===== src/core/adc_ctrl_defs.svh =====
`ifndef ADC_CTRL_DEFS_SVH
`define ADC_CTRL_DEFS_SVH

// Register byte offsets
`define OFF_MODE 12'h000
`define OFF_CHAN 12'h004
`define OFF_PORT 12'h008
`define OFF_RES10 12'h00C
`define OFF_RES8 12'h010
`define OFF_IFLAG 12'h014

// Mode register fields, register reset values and masks
`define MODE_START_BIT 7
`define MODE_RATE_HI 5
`define MODE_RATE_LO 1
`define MODE_ENABLE_BIT 0
`define MODE_RESET 8'h00
`define CHAN_RESET 8'h00
`define PORT_RESET 8'h00
`define CHAN_MASK 8'h07
`define PORT_MASK 8'h0F

// Conversion timing
`define CLK_MHZ 40
`define EXTRA_SETUP_CYC 8
`define BASE_CONV_CYC 8
`define STEP_CONV_CYC 4

`endif


===== src/core/adc_ctrl_pkg.sv =====
package adc_ctrl_pkg;
    typedef enum logic [3:0] {
        ST_IDLE = 4'b0001,
        ST_SETUP = 4'b0010,
        ST_CONV = 4'b0100,
        ST_DONE = 4'b1000
    } conv_state_t;

    typedef struct packed {
        logic [9:0] data;
        logic valid;
    } result_t;
endpackage


===== src/core/adc_ctrl.sv =====
`timescale 1ns/10ps
`include "adc_ctrl_defs.svh"

// Behaviour
// - Channel select write adds one wait
// - Port config write adds one wait
// - Only final phase equals selected conversion time
// - Halt in stop; clear enable bit cuts current
// - Result read wins, new result later
// - Control write wins, result and irq dropped
// - Channel change keeps end flag
module adc_ctrl
    import adc_ctrl_pkg::*;
#(
    parameter int RES_W = 10
) (
    // Clock and reset
    input wire logic pclk,
    input wire logic presetn,
    // APB slave
    input wire logic psel,
    input wire logic penable,
    input wire logic pwrite,
    input wire logic [11:0] paddr,
    input wire logic [31:0] pwdata,
    output logic [31:0] prdata,
    output logic pready,
    output logic pslverr,
    // Converter side
    input wire logic stop_mode,
    input wire logic [RES_W-1:0] sar_result,
    output logic comparator_on,
    output logic [2:0] analog_inputs_sel,
    output logic conversion_end_irq
);

    // ************************************************************
    // Bus decode
    // ************************************************************
    logic [7:0] converter_mode_reg_q;
    logic [7:0] channel_select_reg_q;
    logic [7:0] analog_port_config_reg_q;
    logic [RES_W-1:0] result_reg_10bit_q;
    logic conversion_end_flag_q;
    logic wait_q;
    result_t pend_q;
    conv_state_t state_q;
    logic [7:0] cnt_q;
    logic done_pulse;
    logic access;
    logic wr_mode;
    logic wr_chan;
    logic wr_port;
    logic wr_flag;
    logic rd_res;
    logic needs_wait;
    logic ctl_write;
    logic [7:0] conv_cycles;

    assign access = psel && penable;
    assign wr_mode = access && pwrite && paddr == `OFF_MODE;
    assign wr_chan = access && pwrite && paddr == `OFF_CHAN && pready;
    assign wr_port = access && pwrite && paddr == `OFF_PORT && pready;
    assign wr_flag = access && pwrite && paddr == `OFF_IFLAG;
    assign rd_res = access && !pwrite && (paddr == `OFF_RES10 || paddr == `OFF_RES8);
    assign needs_wait = pwrite && (paddr == `OFF_CHAN || paddr == `OFF_PORT);
    // Any control write that collides with completion
    assign ctl_write = psel && pwrite
        && (paddr == `OFF_MODE || paddr == `OFF_CHAN || paddr == `OFF_PORT);

    // ************************************************************
    // Wait insertion
    // ************************************************************
    // One extra access cycle before channel or port writes complete
    always_ff @(posedge pclk or negedge presetn) begin
        if (!presetn) begin
            wait_q <= 1'b0;
        end else if (access && needs_wait && !wait_q) begin
            wait_q <= 1'b1;
        end else begin
            wait_q <= 1'b0;
        end
    end

    assign pready = !(access && needs_wait && !wait_q);
    assign pslverr = 1'b0;

    // ************************************************************
    // Control registers
    // ************************************************************
    always_ff @(posedge pclk or negedge presetn) begin
        if (!presetn) begin
            converter_mode_reg_q <= `MODE_RESET;
        end else if (wr_mode) begin
            converter_mode_reg_q <= pwdata[7:0];
        end
    end

    always_ff @(posedge pclk or negedge presetn) begin
        if (!presetn) begin
            channel_select_reg_q <= `CHAN_RESET;
        end else if (wr_chan) begin
            channel_select_reg_q <= pwdata[7:0] & `CHAN_MASK;
        end
    end

    always_ff @(posedge pclk or negedge presetn) begin
        if (!presetn) begin
            analog_port_config_reg_q <= `PORT_RESET;
        end else if (wr_port) begin
            analog_port_config_reg_q <= pwdata[7:0] & `PORT_MASK;
        end
    end

    assign analog_inputs_sel = channel_select_reg_q[2:0];
    // Operating current is removed only with the enable bit clear
    assign comparator_on = converter_mode_reg_q[`MODE_ENABLE_BIT];

    // ************************************************************
    // Conversion sequencer
    // ************************************************************
    assign conv_cycles = 8'(`BASE_CONV_CYC)
        + 8'(converter_mode_reg_q[`MODE_RATE_HI:`MODE_RATE_LO]) * 8'(`STEP_CONV_CYC);

    always_ff @(posedge pclk or negedge presetn) begin
        if (!presetn) begin
            state_q <= ST_IDLE;
            cnt_q <= 8'h00;
        end else if (stop_mode || !converter_mode_reg_q[`MODE_START_BIT]) begin
            state_q <= ST_IDLE;
            cnt_q <= 8'h00;
        end else begin
            case (state_q)
                ST_IDLE: begin
                    state_q <= ST_SETUP;
                    cnt_q <= 8'(`EXTRA_SETUP_CYC);
                end
                ST_SETUP: begin
                    // Setup phase lengthens the first interval only
                    if (cnt_q == 8'h01) begin
                        state_q <= ST_CONV;
                        cnt_q <= conv_cycles;
                    end else begin
                        cnt_q <= cnt_q - 8'h01;
                    end
                end
                ST_CONV: begin
                    if (cnt_q == 8'h01) begin
                        state_q <= ST_DONE;
                    end else begin
                        cnt_q <= cnt_q - 8'h01;
                    end
                end
                ST_DONE: begin
                    state_q <= ST_CONV;
                    cnt_q <= conv_cycles;
                end
                default: begin
                    state_q <= ST_IDLE;
                end
            endcase
        end
    end

    assign done_pulse = state_q == ST_DONE;

    // ************************************************************
    // Result storage and end flag
    // ************************************************************
    // A result held back by a read is written the cycle after
    always_ff @(posedge pclk or negedge presetn) begin
        if (!presetn) begin
            pend_q <= '0;
            result_reg_10bit_q <= '0;
        end else if (done_pulse && ctl_write) begin
            pend_q <= '0;
        end else if (done_pulse && rd_res) begin
            pend_q <= '{data: sar_result, valid: 1'b1};
        end else if (done_pulse) begin
            result_reg_10bit_q <= sar_result;
            pend_q <= '0;
        end else if (pend_q.valid && !rd_res) begin
            result_reg_10bit_q <= pend_q.data;
            pend_q <= '0;
        end
    end

    logic store_evt;
    assign store_evt = (done_pulse && !ctl_write && !rd_res)
        || (pend_q.valid && !rd_res && !done_pulse);

    // Set wins over the software clear; channel writes leave it alone
    always_ff @(posedge pclk or negedge presetn) begin
        if (!presetn) begin
            conversion_end_flag_q <= 1'b0;
        end else if (store_evt) begin
            conversion_end_flag_q <= 1'b1;
        end else if (wr_flag && !pwdata[0]) begin
            conversion_end_flag_q <= 1'b0;
        end
    end

    always_ff @(posedge pclk or negedge presetn) begin
        if (!presetn) begin
            conversion_end_irq <= 1'b0;
        end else begin
            conversion_end_irq <= store_evt;
        end
    end

    // ************************************************************
    // Read data
    // ************************************************************
    always_comb begin
        prdata = 32'h0000_0000;
        if (paddr == `OFF_MODE) begin
            prdata[7:0] = converter_mode_reg_q;
        end else if (paddr == `OFF_CHAN) begin
            prdata[7:0] = channel_select_reg_q;
        end else if (paddr == `OFF_PORT) begin
            prdata[7:0] = analog_port_config_reg_q;
        end else if (paddr == `OFF_RES10) begin
            prdata[RES_W-1:0] = result_reg_10bit_q;
        end else if (paddr == `OFF_RES8) begin
            prdata[7:0] = result_reg_10bit_q[RES_W-1:RES_W-8];
        end else if (paddr == `OFF_IFLAG) begin
            prdata[0] = conversion_end_flag_q;
        end
    end

    // ************************************************************
    // Checks
    // ************************************************************
    chk_wait_chan: assert property (@(posedge pclk) disable iff (!presetn)
        psel && !penable && pwrite && paddr == `OFF_CHAN ##1 psel && penable
        |-> !pready ##1 pready) else $error("channel write lacks one wait");
    chk_wait_port: assert property (@(posedge pclk) disable iff (!presetn)
        psel && !penable && pwrite && paddr == `OFF_PORT ##1 psel && penable
        |-> !pready ##1 pready) else $error("port write lacks one wait");
    chk_stop_idle: assert property (@(posedge pclk) disable iff (!presetn)
        stop_mode |=> state_q == ST_IDLE) else $error("converter runs in stop");
    chk_conv_time: assert property (@(posedge pclk) disable iff (!presetn)
        $rose(state_q == ST_CONV) && !stop_mode |-> cnt_q == conv_cycles)
        else $error("conversion time wrong");
    chk_read_old: assert property (@(posedge pclk) disable iff (!presetn)
        done_pulse && rd_res && !ctl_write |=> pend_q.valid
        && $stable(result_reg_10bit_q)) else $error("read lost old result");
    chk_ctl_drop: assert property (@(posedge pclk) disable iff (!presetn)
        done_pulse && ctl_write && !pend_q.valid |=> !conversion_end_irq
        && $stable(result_reg_10bit_q)) else $error("result not dropped");
    chk_chan_keeps: assert property (@(posedge pclk) disable iff (!presetn)
        conversion_end_flag_q && wr_chan |=> conversion_end_flag_q)
        else $error("channel write cleared flag");
    chk_irq_store: assert property (@(posedge pclk) disable iff (!presetn)
        conversion_end_irq |-> $past(store_evt) && conversion_end_flag_q)
        else $error("irq without stored result");

    // ************************************************************
    // Sequencer, storage and bus checks
    // ************************************************************
    // These guard paths that bench traffic reaches only now and then
    chk_flag_set: assert property (@(posedge pclk) disable iff (!presetn)
        store_evt |=> conversion_end_flag_q)
        else $error("stored result left flag clear");
    chk_pend_drain: assert property (@(posedge pclk) disable iff (!presetn)
        pend_q.valid && !rd_res && !done_pulse |=> !pend_q.valid
        && result_reg_10bit_q == $past(pend_q.data)) else $error("held result lost");
    chk_idle_ready: assert property (@(posedge pclk) disable iff (!presetn)
        !access |-> pready)
        else $error("ready low outside access");
    chk_read_fast: assert property (@(posedge pclk) disable iff (!presetn)
        access && !pwrite |-> pready)
        else $error("read got a wait");
    chk_stop_done: assert property (@(posedge pclk) disable iff (!presetn)
        stop_mode |=> !done_pulse)
        else $error("conversion ended in stop");
    chk_irq_single: assert property (@(posedge pclk) disable iff (!presetn)
        conversion_end_irq |=> !conversion_end_irq)
        else $error("irq longer than one cycle");
    chk_ctl_flag: assert property (@(posedge pclk) disable iff (!presetn)
        done_pulse && ctl_write && !pend_q.valid && !conversion_end_flag_q
        |=> !conversion_end_flag_q) else $error("dropped result set flag");
    chk_setup_len: assert property (@(posedge pclk) disable iff (!presetn)
        $rose(state_q == ST_SETUP) |-> cnt_q == 8'(`EXTRA_SETUP_CYC))
        else $error("setup phase length wrong");
    chk_start_idle: assert property (@(posedge pclk) disable iff (!presetn)
        !converter_mode_reg_q[`MODE_START_BIT] |=> state_q == ST_IDLE)
        else $error("runs with start clear");
    chk_setup_quiet: assert property (@(posedge pclk) disable iff (!presetn)
        state_q == ST_SETUP && !pend_q.valid |=> !conversion_end_irq)
        else $error("irq during setup");

endmodule


===== config.mk =====
export PLATFORM = sky130hd
export DESIGN_NAME = adc_ctrl
export DESIGN_NICKNAME = d
export VERILOG_FILES = /design/src/core/adc_ctrl_pkg.sv /design/src/core/adc_ctrl.sv
export VERILOG_INCLUDE_DIRS = /design/src /design/src/core
export SDC_FILE = /design/constraint.sdc
export NUM_CORES = 1
export LEC_CHECK = 0
export ABC_AREA = 1
export ABC_CLOCK_PERIOD_IN_PS = 1400
export BUFFER_PORTS_ARGS = -buffer_cell sky130_fd_sc_hd__buf_4
export CORE_ASPECT_RATIO = 2
export CORE_MARGIN = 4
export CORE_UTILIZATION = 47
export CTS_CLUSTER_DIAMETER = 30
export DETAILED_ROUTE_END_ITERATION = 6
export PLACE_DENSITY_LB_ADDON = 0.15
export SYNTH_ARGS = -nofsm -noshare
export SYNTH_HDL_FRONTEND = slang
export SYNTH_SLANG_ARGS = --single-unit

===== constraint.sdc =====
create_clock -name pclk -period 1.4 [get_ports pclk]
set_input_delay 0.28 -clock pclk [delete_from_list [all_inputs] [get_ports pclk]]
set_output_delay 0.28 -clock pclk [all_outputs]
set_load 0.005 [all_outputs]

==> flow_results.xml <==
<?xml version="1.0" encoding="UTF-8"?>
<metrics>
  <group name="clock_tree">
    <metric name="cts_max_path_buffers" unit="">2</metric>
    <metric name="clk_latency" unit="ps">300</metric>
    <metric name="clkSinkCount" unit="">51</metric>
    <metric name="cts-htree-levels" unit="">2</metric>
    <metric name="tritoncts.num_buffers" unit="">5</metric>
    <metric name="tritoncts" unit="">built</metric>
    <metric name="root_buffer" unit="">clkbuf_16</metric>
    <metric name="clock_edge_transition_at_the_registers_on_the_reported_setup_and_hold_paths" unit="ps">60</metric>
  </group>
  <group name="routing">
    <metric name="drt_pre_antenna_iters" unit="">4</metric>
    <metric name="routedWlPerCell" unit="um">15.65</metric>
    <metric name="vias_per_cell" unit="">5.062</metric>
    <metric name="wl" unit="mm">10.61</metric>
    <metric name="drc" unit="">0</metric>
    <metric name="num_vias" unit="">3432</metric>
    <metric name="antenna_violating_nets_post_route" unit="">0</metric>
    <metric name="drc_marker_count_from_the_first_detailed_route_iteration" unit="">204</metric>
  </group>
  <group name="synthesis">
    <metric name="netlist_instances" unit="">461</metric>
    <metric name="synth-seq-cells" unit="">51</metric>
    <metric name="synth.largest_area_cell" unit="">dfrtp_1</metric>
    <metric name="synth_compound_area_frac" unit="">0.06399</metric>
    <metric name="synth.top_cell.area_share" unit="">0.3855</metric>
    <metric name="seq_area_frac_synth" unit="">0.3936</metric>
    <metric name="synthMuxAreaShare" unit="">0</metric>
    <metric name="synth.top_cells.by_area" unit="">dfrtp_1 39%, nand2_1 20%, buf_4 5.6%</metric>
    <metric name="post_synthesis_cell_area" unit="um^2">3246</metric>
    <metric name="synth_xor_area_frac" unit="">0.01619</metric>
    <metric name="synthesis.yosys.warnings" unit="">0</metric>
    <metric name="synth.distinct_cells" unit="">33</metric>
    <metric name="postSynth.topFlopCell" unit="">dfrtp_1</metric>
    <metric name="synth-edff-count" unit="">0</metric>
    <metric name="synth_area_per_inst" unit="um^2">7.040</metric>
    <metric name="synthSimpleGateAreaFrac" unit="">0.3890</metric>
    <metric name="synth_async_sr_flop_share" unit="">1.000</metric>
    <metric name="main_combinational_cell_family_by_area_after_synthesis" unit="">simple AND/OR/NAND/NOR gates</metric>
    <metric name="synth-adder-area-share" unit="">0.01157</metric>
  </group>
  <group name="global_routing">
    <metric name="top_usage_layer" unit="">met2</metric>
    <metric name="grt_overflow" unit="">0</metric>
    <metric name="first_pass_grt_wire_length" unit="mm">16.08</metric>
    <metric name="grt_start_max_net_pins" unit="">29</metric>
    <metric name="globalRouteMet3Util" unit="">0.03232</metric>
    <metric name="track_usage" unit="">0.2518</metric>
    <metric name="initial_antenna_violation_count" unit="">0</metric>
    <metric name="vias_in_the_first_global_route" unit="">3540</metric>
    <metric name="met1_usage" unit="">0.2215</metric>
    <metric name="gr-usage-met2" unit="">0.5240</metric>
  </group>
  <group name="die">
    <metric name="num_rows" unit="">42</metric>
    <metric name="floorplan.initialDensity" unit="">0.4863</metric>
    <metric name="core" unit="um^2">6674</metric>
    <metric name="pin_count" unit="">99</metric>
    <metric name="chipHeight" unit="um">125.5</metric>
    <metric name="total_die_area" unit="um^2">8380</metric>
    <metric name="die_width" unit="um">66.76</metric>
  </group>
  <group name="sta">
    <metric name="worst_clock_skew" unit="ps">7.860</metric>
    <metric name="final.min_clock_period" unit="ps">1764</metric>
    <metric name="finalHoldViolations" unit="">0</metric>
    <metric name="final_count_of_negative_setup_slack_endpoints" unit="">39</metric>
    <metric name="final_critical_path_setup_slack" unit="ps">-363.7</metric>
    <metric name="final_min_period_over_clock_period" unit="">1.260</metric>
    <metric name="maxSlewViolCount" unit="">0</metric>
    <metric name="timing.hold.ws" unit="ps">188.9</metric>
    <metric name="fin_tns_setup" unit="ps">-5586</metric>
    <metric name="relSlewSlack" unit="">0.5551</metric>
    <metric name="fmax" unit="MHz">567.0</metric>
    <metric name="timing_worst_slew_pin_value" unit="ps">664.9</metric>
    <metric name="rsz0062_at_grt" unit="">yes</metric>
  </group>
  <group name="run">
    <metric name="max_cap_viol_count" unit="">0</metric>
  </group>
  <group name="placed_design">
    <metric name="cells_after_dpl" unit="">651</metric>
    <metric name="placement.io_buffers" unit="">51</metric>
    <metric name="gpl.final_weighted_congestion" unit="">0.8327</metric>
    <metric name="dp.final_hpwl" unit="mm">7.031</metric>
  </group>
  <group name="power">
    <metric name="total_power" unit="mW">4.238</metric>
    <metric name="powerDensity" unit="nW/um^2">829.8</metric>
    <metric name="max-vdd-ir-drop" unit="mV">0.7341</metric>
    <metric name="power.static_leakage" unit="nW">2.657</metric>
  </group>
  <group name="worst_setup_path">
    <metric name="crit_path_max_fanout" unit="">7</metric>
    <metric name="timing_worst_setup_path_type" unit="">primary input to output pin</metric>
    <metric name="start_kind" unit="">primary input</metric>
    <metric name="worstPathArrival" unit="ps">1480</metric>
    <metric name="timing.critical_path.max_delay_family" unit="">simple AND/OR/NAND/NOR gates</metric>
    <metric name="cp_num_buf_inv" unit="">4</metric>
    <metric name="timing.critical_path.cells" unit="">buf_8, nor2_4, nand2_2, nor2_4, buf_6, nand3_4, nand2_1, inv_1, o21ai_1, buf_4</metric>
    <metric name="worst_path_max_delay_cell" unit="">nor2_4</metric>
    <metric name="worstRegToRegCells" unit="">10</metric>
    <metric name="critical_path_s_most_frequent_cell" unit="">nor2_4</metric>
    <metric name="critical-path-max-stage-delay" unit="ps">180</metric>
    <metric name="timing.rr.end" unit="">cnt_q[5]</metric>
    <metric name="r2r_slack" unit="ps">-120</metric>
    <metric name="worst-endpoint-required" unit="ps">1120</metric>
    <metric name="type_of_element_capturing_the_critical_path" unit="">output pin</metric>
    <metric name="crit-reg2reg-launch" unit="">cnt_q[1]</metric>
  </group>
  <group name="hold_path">
    <metric name="min_to" unit="">pend_q[7]</metric>
    <metric name="hold_path_startpoint" unit="">sar_result[6]</metric>
    <metric name="hold_class" unit="">primary input to flop</metric>
    <metric name="worstHoldPathCells" unit="">3</metric>
  </group>
  <group name="status">
    <metric name="failed_checks" unit="">setup timing</metric>
    <metric name="status" unit="">finished, violations left</metric>
  </group>
  <group name="cells_and_area">
    <metric name="final_net_count" unit="">652</metric>
    <metric name="final_core_utilization" unit="">0.7653</metric>
    <metric name="syn_to_final_growth" unit="%">57.36</metric>
    <metric name="antenna-diode-count" unit="">0</metric>
    <metric name="layout-drive-gt1-share" unit="">0.4644</metric>
    <metric name="final-instance-count-excl-fill" unit="">678</metric>
  </group>
</metrics>
-- what timing repair did --
action,4_1_cts,5_1_grt
buffers inserted,11,5
gates cloned,5,0
pin swaps,57,43
hold buffers,1,0
gates resized for setup,117,77
hold endpoints to repair,24,0
endpoints found under the setup margin,43,45
-- routing by layer --
metal | routed length, um | vias to the layer above | share of wire
li1 | - | 1688 | -
met1 | 3210 | 1628 | 0.30
met2 | 6569 | 82 | 0.62
met3 | 336 | 34 | 0.032
met4 | 495 | 0 | 0.047
met5 | 0 | - | 0
-- stage by stage --
stage / instance area [um^2] / worst slack, ps
2_1_floorplan: 3383 / -47.64
3_3_place_gp: 4124 / -356.2
3_5_place_dp: 4124 / -387.3
4_1_cts: 4816 / -328.7
5_1_grt: 5107 / -404.8
6_report: 5107 / -363.7
-- cells in the mapped netlist (2+ instances only) --
| master | instances |
|---|---|
| nand3b_1 | 2 |
| nand4_1 | 17 |
| buf_2 | 5 |
| clkinv_1 | 2 |
| nor3_1 | 3 |
| nor2_1 | 32 |
| a21oi_1 | 4 |
| nand3_1 | 31 |
| dfrtp_1 | 50 |
| inv_2 | 3 |
| nor2_2 | 5 |
| nand2_1 | 176 |
| buf_4 | 24 |
| xnor2_1 | 2 |
| xor2_1 | 4 |
| nand2_2 | 10 |
| ha_1 | 3 |
| o21ai_0 | 23 |
| buf_6 | 3 |
| nand3_2 | 3 |
| inv_1 | 38 |
| o21ai_1 | 10 |
-- cells in the final DEF, fill, tap and decap left out, types with 3 or more instances in the layout --
cell type  count
nand2_1      119
buf_4         89
nand2_2       52
dfrtp_1       50
buf_6         31
inv_1         29
nand3_1       23
conb_1        23
nor2_4        19
nand4_1       17
nand2_4       15
nor2_1        15
o21ai_1       14
inv_2         10
o21ai_0        9
nand3_4        8
o21ai_2        8
nand3_2        6
buf_12         6
nor2_2         5
clkbuf_16      5
xor2_1         4
a21oi_1        3
o21ai_4        3
clkinv_2       3
-- registers in the layout (all words and copies together) (netlist names) --
register and cells:
conversion_end_irq 1, analog_port_config_reg_q 4, conversion_end_flag_q 1, result_reg_10bit_q 10, channel_select_reg_q 3, wait_q 1
state_q 4, pend_q 11, converter_mode_reg_q 8, cnt_q 8
-- final cells by class --
class | instances | area [um^2]
timing repair buffer | 128 | 1162
multi-input combinational | 360 | 2246
fill | 490 | 1567
sequential | 51 | 1277
clock buffer | 5 | 125.1
clock inverter | 3 | 15.01
inverter | 43 | 171.4
tap | 88 | 110.1
-- how the worst max path moves through the flow --
stage | startpoint | endpoint | slack [ps] | cells after the start
3_5_place_dp | paddr[7] | pend_q[3] | -390 | 12
4_1_cts | paddr[10] | prdata[3] | -330 | 10
5_1_grt | paddr[6] | prdata[1] | -400 | 9
6_report | paddr[6] | prdata[4] | -360 | 10
2_1_floorplan | paddr[7] | prdata[6] | -50 | 9
3_3_place_gp | paddr[7] | pend_q[1] | -360 | 12
-- logic make-up (layout without fill, tap and decap cells) --
group	Yosys count	count (layout)
simple gates	284	288
buf+inv	76	179
flops	51	51
compound gates	40	40
xor+xnor	6	6
fa+ha+maj	3	3
other cells	1	23
-- report_power, final --
| part | switching (mW) | internal (mW) | total [mW] |
|---|---|---|---|
| logic | 0.808 | 0.632 | 1.44 |
| registers | 0.0556 | 1.54 | 1.60 |
| clock network | 0.546 | 0.654 | 1.20 |
| total | 1.41 | 2.83 | 4.24 |
-- worst min-delay path: cells and delay by family --
kind                   cells  cell delay (ps)
buffers and inverters      1               90
and+or+nand+nor            2               80
(Power assumes the default switching activity.)
